<file path="src/jib_pkg.sv">
/*
 * jib_pkg: constants, chain layout and carrier structs of the
 * identification and boundary-scan data registers of the test port.
 * Assumes an outside tap controller that supplies the selected
 * instruction and the capture/shift/update state levels on tck.
 */
package jib_pkg;

    // =========================================================
    // register sizes and instruction codes
    localparam int       BSR_LEN    = 122;
    localparam int       ID_LEN     = 32;
    localparam logic [2:0] IR_EXTEST = 3'h0;
    localparam logic [2:0] IR_PART_IDENTIFICATION = 3'h1;
    localparam logic [2:0] IR_SAMPLE = 3'h4;

    // =========================================================
    // identification fields (values arbitrary, not a real part)
    localparam int       ID_REV_LSB = 28;
    localparam int       ID_DC_LSB  = 22;
    localparam int       ID_DEV_LSB = 12;
    localparam int       ID_MFG_LSB = 1;
    localparam logic [3:0]  ID_REVISION = 4'h0;
    localparam logic [5:0]  ID_DESIGN_CTR = 6'h2a;
    localparam logic [9:0]  ID_DEVICE = 10'h155;
    localparam logic [10:0] ID_MFG = 11'h2aa;
    localparam logic        ID_MARK = 1'h1;

    // =========================================================
    // chain layout
    localparam int UPPER_BASE  = 0;
    localparam int UPPER_N     = 3;
    localparam int ADDR_BASE   = 9;
    localparam int ADDR_N      = 24;
    localparam int ADDR_EN_POS = 57;
    localparam int PORT_BASE   = 58;
    localparam int PORT_N      = 8;
    localparam int SCL_POS     = 82;
    localparam int SDA_POS     = 84;
    localparam int TOUT1_POS   = 86;
    localparam int TOUT0_POS   = 87;
    localparam int CLK_POS     = 88;
    localparam int TIN1_POS    = 89;
    localparam int TIN0_POS    = 90;
    localparam int UART0_POS   = 91;
    localparam int UART1_POS   = 95;
    localparam int HIZ_POS     = 99;
    localparam int DATA_BASE   = 100;
    localparam int DATA_N      = 11;

    // =========================================================
    // reset values
    localparam logic [BSR_LEN-1:0] BSR_RST = 122'h0;
    localparam logic [ID_LEN-1:0]  ID_RST  = 32'h0;

    typedef enum logic [1:0] {
        JIB_SEL_NONE = 2'b00,
        JIB_SEL_ID   = 2'b01,
        JIB_SEL_BSR  = 2'b10
    } jib_sel_type;

    typedef struct packed {
        logic       tck;
        logic       tdi;
        logic       capture_dr;
        logic       shift_dr;
        logic       update_dr;
        logic [2:0] instr;
    } jib_tap_type;

    typedef struct packed {
        logic [2:0]  upper;   // [0] is the highest address pin
        logic [23:0] addr;
        logic [7:0]  port;
        logic        scl;
        logic        sda;
        logic        clk;
        logic [1:0]  tin;
        logic [1:0]  rxd;
        logic [1:0]  cts;
        logic        hiz;
        logic [10:0] data;
    } jib_pin_in_type;

    typedef struct packed {
        logic [2:0]  upper;
        logic [2:0]  upper_oe;
        logic [23:0] addr;
        logic        addr_oe;
        logic [7:0]  port;
        logic [7:0]  port_oe;
        logic        scl;
        logic        scl_oe;
        logic        sda;
        logic        sda_oe;
        logic [1:0]  tout;
        logic [1:0]  txd;
        logic [1:0]  rts;
        logic [10:0] data;
        logic        data_oe;
    } jib_pin_out_type;

endpackage : jib_pkg

</file>
<file path="src/jib_top.sv">
/*
 * jib_top: identification register and boundary-scan register data
 * paths, run from the system clock, which oversamples tck.
 * Assumes tck is at least four system clocks per half period and that
 * the tap state levels and instruction change mid phase, away from both tck edges.
 */
`timescale 1ns/1ps
module jib_top (
    input  wire logic                    sys_clk_in,
    input  wire logic                    rst_b_in,
    input  wire jib_pkg::jib_tap_type    tap_in,
    input  wire jib_pkg::jib_pin_in_type pins_in,
    output logic                         tdo_out,
    output logic                         tdo_oe_out,
    output logic [1:0]                   dr_sel_out,
    output logic                         bsr_drive_out,
    output jib_pkg::jib_pin_out_type     pins_out
);

    // =========================================================
    // functions
    function automatic jib_pkg::jib_sel_type dec_sel(
        input logic [2:0] instr
    );
        jib_pkg::jib_sel_type s;
        s = jib_pkg::JIB_SEL_NONE;
        if (instr == jib_pkg::IR_PART_IDENTIFICATION) begin
            s = jib_pkg::JIB_SEL_ID;
        end else if (instr == jib_pkg::IR_EXTEST ||
                     instr == jib_pkg::IR_SAMPLE) begin
            s = jib_pkg::JIB_SEL_BSR;
        end
        return s;
    endfunction : dec_sel

    function automatic logic [jib_pkg::ID_LEN-1:0] id_value();
        logic [jib_pkg::ID_LEN-1:0] v;
        v = jib_pkg::ID_RST;
        v[jib_pkg::ID_REV_LSB +: 4]  = jib_pkg::ID_REVISION;
        v[jib_pkg::ID_DC_LSB +: 6]   = jib_pkg::ID_DESIGN_CTR;
        v[jib_pkg::ID_DEV_LSB +: 10] = jib_pkg::ID_DEVICE;
        v[jib_pkg::ID_MFG_LSB +: 11] = jib_pkg::ID_MFG;
        v[0]                         = jib_pkg::ID_MARK;
        return v;
    endfunction : id_value

    // output and control cells capture their own update stage, since
    // no functional pin logic is visible from here
    function automatic logic [jib_pkg::BSR_LEN-1:0] capture_vec(
        input jib_pkg::jib_pin_in_type   p,
        input logic [jib_pkg::BSR_LEN-1:0] upd
    );
        logic [jib_pkg::BSR_LEN-1:0] v;
        v = upd;
        for (int k = 0; k < jib_pkg::UPPER_N; k++) begin
            v[jib_pkg::UPPER_BASE + 3*k] = p.upper[k];
        end
        for (int j = 0; j < jib_pkg::ADDR_N; j++) begin
            v[jib_pkg::ADDR_BASE + 2*j] = p.addr[23-j];
        end
        for (int k = 0; k < jib_pkg::PORT_N; k++) begin
            v[jib_pkg::PORT_BASE + 3*k] = p.port[k];
        end
        for (int d = 0; d < jib_pkg::DATA_N; d++) begin
            v[jib_pkg::DATA_BASE + 2*d] = p.data[d];
        end
        v[jib_pkg::SCL_POS]       = p.scl;
        v[jib_pkg::SDA_POS]       = p.sda;
        v[jib_pkg::CLK_POS]       = p.clk;
        v[jib_pkg::TIN1_POS]      = p.tin[1];
        v[jib_pkg::TIN0_POS]      = p.tin[0];
        v[jib_pkg::UART0_POS + 1] = p.rxd[0];
        v[jib_pkg::UART0_POS + 3] = p.cts[0];
        v[jib_pkg::UART1_POS + 1] = p.rxd[1];
        v[jib_pkg::UART1_POS + 3] = p.cts[1];
        v[jib_pkg::HIZ_POS]       = p.hiz;
        return v;
    endfunction : capture_vec

    // control cell at one means drive; enables only act under extest
    function automatic jib_pkg::jib_pin_out_type drive_map(
        input logic [jib_pkg::BSR_LEN-1:0] u,
        input logic                        drv
    );
        jib_pkg::jib_pin_out_type o;
        o = '0;
        for (int k = 0; k < jib_pkg::UPPER_N; k++) begin
            o.upper[k]    = u[jib_pkg::UPPER_BASE + 3*k + 1];
            o.upper_oe[k] = drv & u[jib_pkg::UPPER_BASE + 3*k + 2];
        end
        for (int j = 0; j < jib_pkg::ADDR_N; j++) begin
            o.addr[23-j] = u[jib_pkg::ADDR_BASE + 2*j + 1];
        end
        o.addr_oe = drv & u[jib_pkg::ADDR_EN_POS];
        for (int k = 0; k < jib_pkg::PORT_N; k++) begin
            o.port[k]    = u[jib_pkg::PORT_BASE + 3*k + 1];
            o.port_oe[k] = drv & u[jib_pkg::PORT_BASE + 3*k + 2];
        end
        for (int d = 0; d < jib_pkg::DATA_N; d++) begin
            o.data[d] = u[jib_pkg::DATA_BASE + 2*d + 1];
        end
        // no data enable cell below position 122: driven whenever forcing
        o.data_oe = drv;
        // serial pins have no enable cell: open drain, drive low only
        o.scl     = u[jib_pkg::SCL_POS + 1];
        o.scl_oe  = drv & ~u[jib_pkg::SCL_POS + 1];
        o.sda     = u[jib_pkg::SDA_POS + 1];
        o.sda_oe  = drv & ~u[jib_pkg::SDA_POS + 1];
        o.tout[1] = u[jib_pkg::TOUT1_POS];
        o.tout[0] = u[jib_pkg::TOUT0_POS];
        o.txd[0]  = u[jib_pkg::UART0_POS];
        o.rts[0]  = u[jib_pkg::UART0_POS + 2];
        o.txd[1]  = u[jib_pkg::UART1_POS];
        o.rts[1]  = u[jib_pkg::UART1_POS + 2];
        return o;
    endfunction : drive_map

    // =========================================================
    // synchronisers
    jib_pkg::jib_tap_type    tap_s1_r;
    jib_pkg::jib_tap_type    tap_s2_r;
    jib_pkg::jib_pin_in_type pins_s1_r;
    jib_pkg::jib_pin_in_type pins_s2_r;
    logic                    tck_d_r;
    jib_pkg::jib_tap_type    tap_s1_nxt;
    jib_pkg::jib_tap_type    tap_s2_nxt;
    jib_pkg::jib_pin_in_type pins_s1_nxt;
    jib_pkg::jib_pin_in_type pins_s2_nxt;
    logic                    tck_d_nxt;

    always_comb begin
        tap_s1_nxt  = tap_in;
        tap_s2_nxt  = tap_s1_r;
        pins_s1_nxt = pins_in;
        pins_s2_nxt = pins_s1_r;
        tck_d_nxt   = tap_s2_r.tck;
    end

    always_ff @(posedge sys_clk_in or negedge rst_b_in) begin
        if (!rst_b_in) begin
            // reset instruction is the id code, never extest, so no
            // pin is forced in the first cycles after release
            tap_s1_r  <= '{instr: jib_pkg::IR_PART_IDENTIFICATION, default: '0};
            tap_s2_r  <= '{instr: jib_pkg::IR_PART_IDENTIFICATION, default: '0};
            pins_s1_r <= '0;
            pins_s2_r <= '0;
            tck_d_r   <= 1'b0;
        end else begin
            tap_s1_r  <= tap_s1_nxt;
            tap_s2_r  <= tap_s2_nxt;
            pins_s1_r <= pins_s1_nxt;
            pins_s2_r <= pins_s2_nxt;
            tck_d_r   <= tck_d_nxt;
        end
    end

    // =========================================================
    // data registers
    logic                          tck_rise;
    logic                          tck_fall;
    jib_pkg::jib_sel_type          sel;
    logic [jib_pkg::ID_LEN-1:0]    id_sr_r;
    logic [jib_pkg::BSR_LEN-1:0]   bsr_sr_r;
    logic [jib_pkg::BSR_LEN-1:0]   bsr_upd_r;
    logic                          tdo_r;
    logic                          tdo_oe_r;
    jib_pkg::jib_sel_type          sel_r;
    logic                          drive_r;
    jib_pkg::jib_pin_out_type      pins_r;
    logic [jib_pkg::ID_LEN-1:0]    id_sr_nxt;
    logic [jib_pkg::BSR_LEN-1:0]   bsr_sr_nxt;
    logic [jib_pkg::BSR_LEN-1:0]   bsr_upd_nxt;
    logic                          tdo_nxt;
    logic                          tdo_oe_nxt;
    logic                          drive_nxt;
    jib_pkg::jib_pin_out_type      pins_nxt;

    assign tck_rise = tap_s2_r.tck & ~tck_d_r;
    assign tck_fall = ~tap_s2_r.tck & tck_d_r;
    assign sel      = dec_sel(tap_s2_r.instr);

    always_comb begin
        id_sr_nxt   = id_sr_r;
        bsr_sr_nxt  = bsr_sr_r;
        bsr_upd_nxt = bsr_upd_r;
        tdo_nxt     = tdo_r;
        tdo_oe_nxt  = tdo_oe_r;
        if (tck_rise && tap_s2_r.capture_dr) begin
            case (sel)
                jib_pkg::JIB_SEL_ID: begin
                    id_sr_nxt = id_value();
                end
                jib_pkg::JIB_SEL_BSR: begin
                    bsr_sr_nxt = capture_vec(pins_s2_r, bsr_upd_r);
                end
                default: begin
                end
            endcase
        end else if (tck_rise && tap_s2_r.shift_dr) begin
            case (sel)
                jib_pkg::JIB_SEL_ID: begin
                    id_sr_nxt = {tap_s2_r.tdi,
                                 id_sr_r[jib_pkg::ID_LEN-1:1]};
                end
                jib_pkg::JIB_SEL_BSR: begin
                    bsr_sr_nxt = {tap_s2_r.tdi,
                                  bsr_sr_r[jib_pkg::BSR_LEN-1:1]};
                end
                default: begin
                end
            endcase
        end
        // tdo changes on falling tck so the tester samples it stable
        if (tck_fall) begin
            case (sel)
                jib_pkg::JIB_SEL_ID:  tdo_nxt = id_sr_r[0];
                jib_pkg::JIB_SEL_BSR: tdo_nxt = bsr_sr_r[0];
                default:              tdo_nxt = 1'b0;
            endcase
            tdo_oe_nxt = tap_s2_r.shift_dr &&
                         (sel != jib_pkg::JIB_SEL_NONE);
            if (tap_s2_r.update_dr && sel == jib_pkg::JIB_SEL_BSR) begin
                bsr_upd_nxt = bsr_sr_r;
            end
        end
        // refused instruction: tdo quiet at once, not at the next fall
        if (sel == jib_pkg::JIB_SEL_NONE) begin
            tdo_nxt    = 1'b0;
            tdo_oe_nxt = 1'b0;
        end
        drive_nxt = (tap_s2_r.instr == jib_pkg::IR_EXTEST);
        pins_nxt  = drive_map(bsr_upd_r, drive_r);
    end

    always_ff @(posedge sys_clk_in or negedge rst_b_in) begin
        if (!rst_b_in) begin
            id_sr_r   <= jib_pkg::ID_RST;
            bsr_sr_r  <= jib_pkg::BSR_RST;
            bsr_upd_r <= jib_pkg::BSR_RST;
            tdo_r     <= 1'b0;
            tdo_oe_r  <= 1'b0;
            sel_r     <= jib_pkg::JIB_SEL_NONE;
            drive_r   <= 1'b0;
            pins_r    <= '0;
        end else begin
            id_sr_r   <= id_sr_nxt;
            bsr_sr_r  <= bsr_sr_nxt;
            bsr_upd_r <= bsr_upd_nxt;
            tdo_r     <= tdo_nxt;
            tdo_oe_r  <= tdo_oe_nxt;
            sel_r     <= sel;
            drive_r   <= drive_nxt;
            pins_r    <= pins_nxt;
        end
    end

    // =========================================================
    // outputs
    assign tdo_out       = tdo_r;
    assign tdo_oe_out    = tdo_oe_r;
    assign dr_sel_out    = sel_r;
    assign bsr_drive_out = drive_r;
    assign pins_out      = pins_r;

endmodule : jib_top

</file>
<file path="config.mk">
export PLATFORM = sky130hd
export DESIGN_NAME = jib_top
export DESIGN_NICKNAME = d
export VERILOG_FILES = /design/src/jib_pkg.sv /design/src/jib_top.sv
export SDC_FILE = /design/constraint.sdc
export NUM_CORES = 1
export LEC_CHECK = 0
export ABC_AREA = 1
export ABC_CLOCK_PERIOD_IN_PS = 3000
export BUFFER_PORTS_ARGS = -buffer_cell sky130_fd_sc_hd__buf_4
export CAP_MARGIN = 20
export CORE_ASPECT_RATIO = 0.8
export CORE_MARGIN = 1.5
export CORE_UTILIZATION = 62
export DETAILED_ROUTE_END_ITERATION = 16
export GPL_TIMING_DRIVEN = 0
export PLACE_DENSITY = 0.84
export SLEW_MARGIN = 10
export SYNTH_ARGS = -nofsm -noshare
export SYNTH_HDL_FRONTEND = slang
export SYNTH_SLANG_ARGS = --single-unit
export TNS_END_PERCENT = 20
</file>
<file path="constraint.sdc">
create_clock -name sys_clk_in -period 3 [get_ports sys_clk_in]
set_input_delay 0.15 -clock sys_clk_in [delete_from_list [all_inputs] [get_ports sys_clk_in]]
set_output_delay 0.15 -clock sys_clk_in [all_outputs]
set_load 0.01 [all_outputs]
</file>
# --- Word level (Yosys, flattened, before mapping) ---
# Cells that the tools add are included.
word_totals:
  out_inout_bits: 74
  regBits: 479
op_classes:
  muxes: 15
  n_reduce_logical: 13
  eq_ne: 4
  bitwise_logic: 20
ops:
  columns: ["operator", "n"]
  rows:
  - ["$mux 122", 4]
  - ["$mux 32", 4]
  - ["$and 1x1->1", 16]
  - ["$reduce_and 2->1", 3]
  - ["$reduce_bool 2->1", 3]
  - ["$logic_and 1x1->1", 4]
  - ["$mux 1", 4]
  - ["$mux 2", 2]
  - ["$not 1->1", 4]
  - ["$eq 3x1->1 const B", 1]
  - ["$eq 3x3->1 const B", 1]
  - ["$logic_not 3->1", 1]
  - ["$eq 2x1->1 const B", 1]
  - ["$eq 2x2->1 const B", 1]
  - ["$logic_not 2->1", 1]
  - ["$pmux 1 s2", 1]
  - ["$logic_or 1x1->1", 1]

# --- Longest topological paths before layout ---
logic_depth:
  ltp_word: 8
  mapped_depth: 9
  mapped_depth_nobuf: 6

# --- Worst setup path before layout ---
# Ideal clock, no wire load.
synth_path:
  kind: "reg2reg"
  start: "register tap_s2_r, in the netlist tck_d_nxt"
  end: "register bsr_upd_r[83] in the netlist's numbering"
  setup_slack_ps: 1671
  required_time_ps: 2870
  path_stages_with_launch: 8
  arrival_ps: 1199
  period_less_slack_ps: 1329
  setup_time_ps: 130
  path_cell_list: "dfrtp_1 -> buf_4 -> nor2_2 -> nand3_2 -> buf_2 -> buf_2 -> nand2_1 -> o21ai_1"
synth_via:
  elab_chain_len: 3
synth_lines:
  columns: ["item", "line", "text"]
  rows:
  - ["start: declaration", "jib_top.sv:121", "jib_pkg::jib_tap_type tap_s2_r;"]
  - ["start signal: assignment", "jib_top.sv:150", "tap_s2_r <= tap_s2_nxt;"]
  - ["$not 1->1", "jib_top.sv:179", "assign tck_fall = ~tap_s2_r.tck & tck_d_r;"]
  - ["$and 1x1->1", "jib_top.sv:179", null]
  - ["$reduce_and 2->1 (no source line)", null, null]
  - ["end signal: assignment", "jib_top.sv:239", "bsr_upd_r <= jib_pkg::BSR_RST;"]
  - ["end signal: assignment", "jib_top.sv:248", "bsr_upd_r <= bsr_upd_nxt;"]
  - ["end: declaration", "jib_top.sv:164", "logic [jib_pkg::BSR_LEN-1:0] bsr_upd_r;"]
# No other way between the ends.
# A chain may end at the register's enable or synchronous reset.

# --- Final worst setup path ---
layout_path:
  start: "register tap_s2_r, in the netlist tck_d_nxt"
  end: "register id_sr_r[27] in the netlist's numbering"
layout_via:
  elab_chain_len: 4
  word_cells_on_any_way: 6
  classes_between: "mux (1); bitwise (1); reduce/logical (4)"
layout_lines:
  columns: ["item", "line", "text"]
  rows:
  - ["$and 1x1->1 *", "jib_top.sv:178", "assign tck_rise = tap_s2_r.tck & ~tck_d_r;"]
  - ["$logic_and 1x1->1 (on tied branches)", "jib_top.sv:188, jib_top.sv:199", null]
  - ["$reduce_bool 2->1 (no source line)", null, null]
  - ["$reduce_and 2->1 (no source line)", null, null]
  - ["end signal: assignment", "jib_top.sv:237", "id_sr_r <= jib_pkg::ID_RST;"]
  - ["end signal: assignment", "jib_top.sv:246", "id_sr_r <= id_sr_nxt;"]
  - ["end: declaration", "jib_top.sv:162", "logic [jib_pkg::ID_LEN-1:0] id_sr_r;"]
# Every way passes the cells marked *; elsewhere a longest branch is shown, timed or not.

==> flow_summary.ini <==
[run_status]
status = finished clean

[die]
die-area_sq_um = 26600
die_y_microns = 146
fp.coreArea_sq_um = 25200
row_count = 52
io_pins = 140
initial_utilization = 0.628
die_w_microns = 182

[synth]
yosysSeqAreaShare = 0.667
synth_cell_types = 18
synth-main-ff-cell = dfrtp_1
synth_cells = 1680
ys_top_cells_by_count = nand2_1 (828), dfrtp_1 (421), nand4_1 (122), inv_1 (114), o21ai_1 (66)
syn_area_sq_um = 15900
synth_seq_cells = 423
yosysMostFrequentCell = nand2_1
yosysTopAreaCellShare = 0.664
synthArstFlopShare = 1.00
synth_edf_count = 0
ys_top_cells_by_area = dfrtp_1 (66%), nand2_1 (20%), nand4_1 (4.8%)
avgSynthCellArea_sq_um = 9.44
ys_warn_count = 0
yosysTopAreaCell = dfrtp_1
syn-num-nets = 1746

[power_and_ir_drop]
powerDensity_nw_per_um2 = 639
p_seq_frac = 0.511
p_leak_nw = 10.4
swShare = 0.242
clkPwrFrac = 0.405
switchingPower_mw = 3.00
power_frac_comb = 0.084
intPower_mw = 9.39
ir_drop_uv = 434
finalPower_mw = 12.4

[route]
totalWireLength_mm = 36.9
drcViolationCount = 0
drt_pass1_iterations = 6
drt-initial-drc-count = 1105
routedWlPerCell_microns = 16.2
drtAntennaViolNets = 0
vias = 12422
via_per_inst = 5.44

[grt]
grt_pass1_wl_mm = 61.0
grt_start_max_net_pins = 117
grt_pass1_vias = 12218
antenna_found_initial = 0
grt_util_all_layers = 0.289
overflow = 0

[cells_and_area]
fin_cells = 2283
fin_nets = 1997
n_antenna_cell = 0
syn_to_final_growth_pct = 22.2
drive_gt1_frac = 0.140

[placement]
gp_congestion = 0.848
placed_cells = 2147
dpl.hpwl_mm = 22.2
port_buffers = 139
dpl_worst_slack_ps = 1120

[worst_setup_path]
worstSetupPathType = reg2reg
cp-start-kind = register
worstRegToRegCells = 7
r2r_slack_ps = 1100
cp_data_required_time_ps = 3410
r2r_start = tck_d_nxt
crit_fanout = 10
worstPathArrival_ps = 2310
critPathCaptureType = register
rr_endpoint = id_sr_r[27]

[timing]
setup_tns_ps = 0
slew_headroom = 0.541
period_needed_ps = 1900
tightest_slew_ps = 688
hold_violations = 0
setup_violations = 0
fmax_mhz = 526
rsz0062_at_grt = no
period_share = 0.634
fin_ws_ps = 1100
drv_slew = 0
clock_skew_ps = 12.4

[clocking]
cts.sinks = 423
clk_transition_reported_paths_ps = 70
cts_tree = built
htree_levels = 2
cts-buffers-inserted = 41
clk_root_buffer_cell = clkbuf_16
cts_resized = 0
insertion_delay_ps = 540
clock_path_buffers = 3

[job]
maxCapViolCount = 0

[min_path]
min_path_type = in2async
-- critical path, stage by stage (launching register included) --
cell,delay [ps]
dfrtp_1,380
buf_4,180
nand3_2,260
buf_2,350
buf_2,310
nand2_1,100
nand2_1,110
nand2_1,90
-- power groups by stage --
| stage | logic [mW] | registers [mW] | clock network [mW] |
|---|---|---|---|
| final | 1.04 | 6.33 | 5.01 |
| after global routing | 1.17 | 6.37 | 5.29 |
| after CTS | 1.03 | 6.32 | 5.04 |
| after detailed placement | 0.945 | 6.42 | 0 |
| after global placement | 0.878 | 6.40 | 0 |
| after floorplan | 0.530 | 6.36 | 0 |
-- repair_timing --
item | CTS | global route
setup endpoints to repair | 0 | 0
endpoints found under the hold margin | 133 | 0
setup buffers | 0 | 0
hold buffers | 65 | 0
-- cells by family after synthesis --
kind of cell,share of synthesized area
compound gates,0.0211
buf+inv,0.0612
flops,0.667
simple gates,0.250
-- flip-flops by register name, summed over array words and instances, names as in the netlist --
register	count
pins_s1_r	56
bsr_drive_out	1
tdo_oe_out	1
dr_sel_out	2
pins_out	69
id_sr_r	32
pins_s2_r	56
bsr_sr_r	122
tap_s1_r	8
tdo_out	1
bsr_upd_r	66
tck_d_nxt	1
tap_s2_r	7
tck_d_r	1
-- worst max path at each step --
stage	startpoint	end	slack, ps	cells after the start
global route	rst_b_in	pins_out[55]	820	5
CTS	rst_b_in	tap_s1_r[4]	1080	5
finish	tck_d_nxt	id_sr_r[27]	1100	7
global placement	rst_b_in	pins_s1_r[46]	-2210	1
floorplan	tck_d_nxt	bsr_upd_r[83]	1670	7
detailed placement	rst_b_in	pins_out[55]	1120	4
-- per-stage QoR --
step	utilization	hold WS [ps]	cell area, sq um
global route	0.768	170	19400
CTS	0.768	130	19400
floorplan	-	-146	15900
global placement	0.686	259	17300
finish	0.768	129	19400
detailed placement	0.691	87.3	17400
-- cells in the final DEF (no fill, tap or decap), drive strengths merged --
| cell | count |
|---|---|
| a21oi | 1 |
| buf | 202 |
| bufinv | 1 |
| clkbuf | 104 |
| clkinv | 6 |
| clkinvlp | 4 |
| dfrtp | 421 |
| dfstp | 2 |
| dlygate4sd3 | 65 |
| inv | 119 |
| nand2 | 828 |
| nand3 | 6 |
| nand4 | 122 |
| nor2 | 12 |
| o21ai | 66 |
-- layer usage --
layer,GRT usage,part of all wire,vias up
met5,0,0,-
met4,0.116,0.035,0
met3,0.0501,0.075,110
met2,0.458,0.48,599
met1,0.404,0.42,5986
li1,-,-,5727
-- cell type report --
class                   count  area (sq um)
flip-flops and latches    423         10600
fillers                  1570          5860
multi-input cells        1035          4310
repair buffers            208          1810
clock buffers              59          1210
plain buffers             104           528
inverters                 118           443
well taps                 324           405
clock inverters            12          98.8
Note: power is estimated with default switching activity, not from simulation.
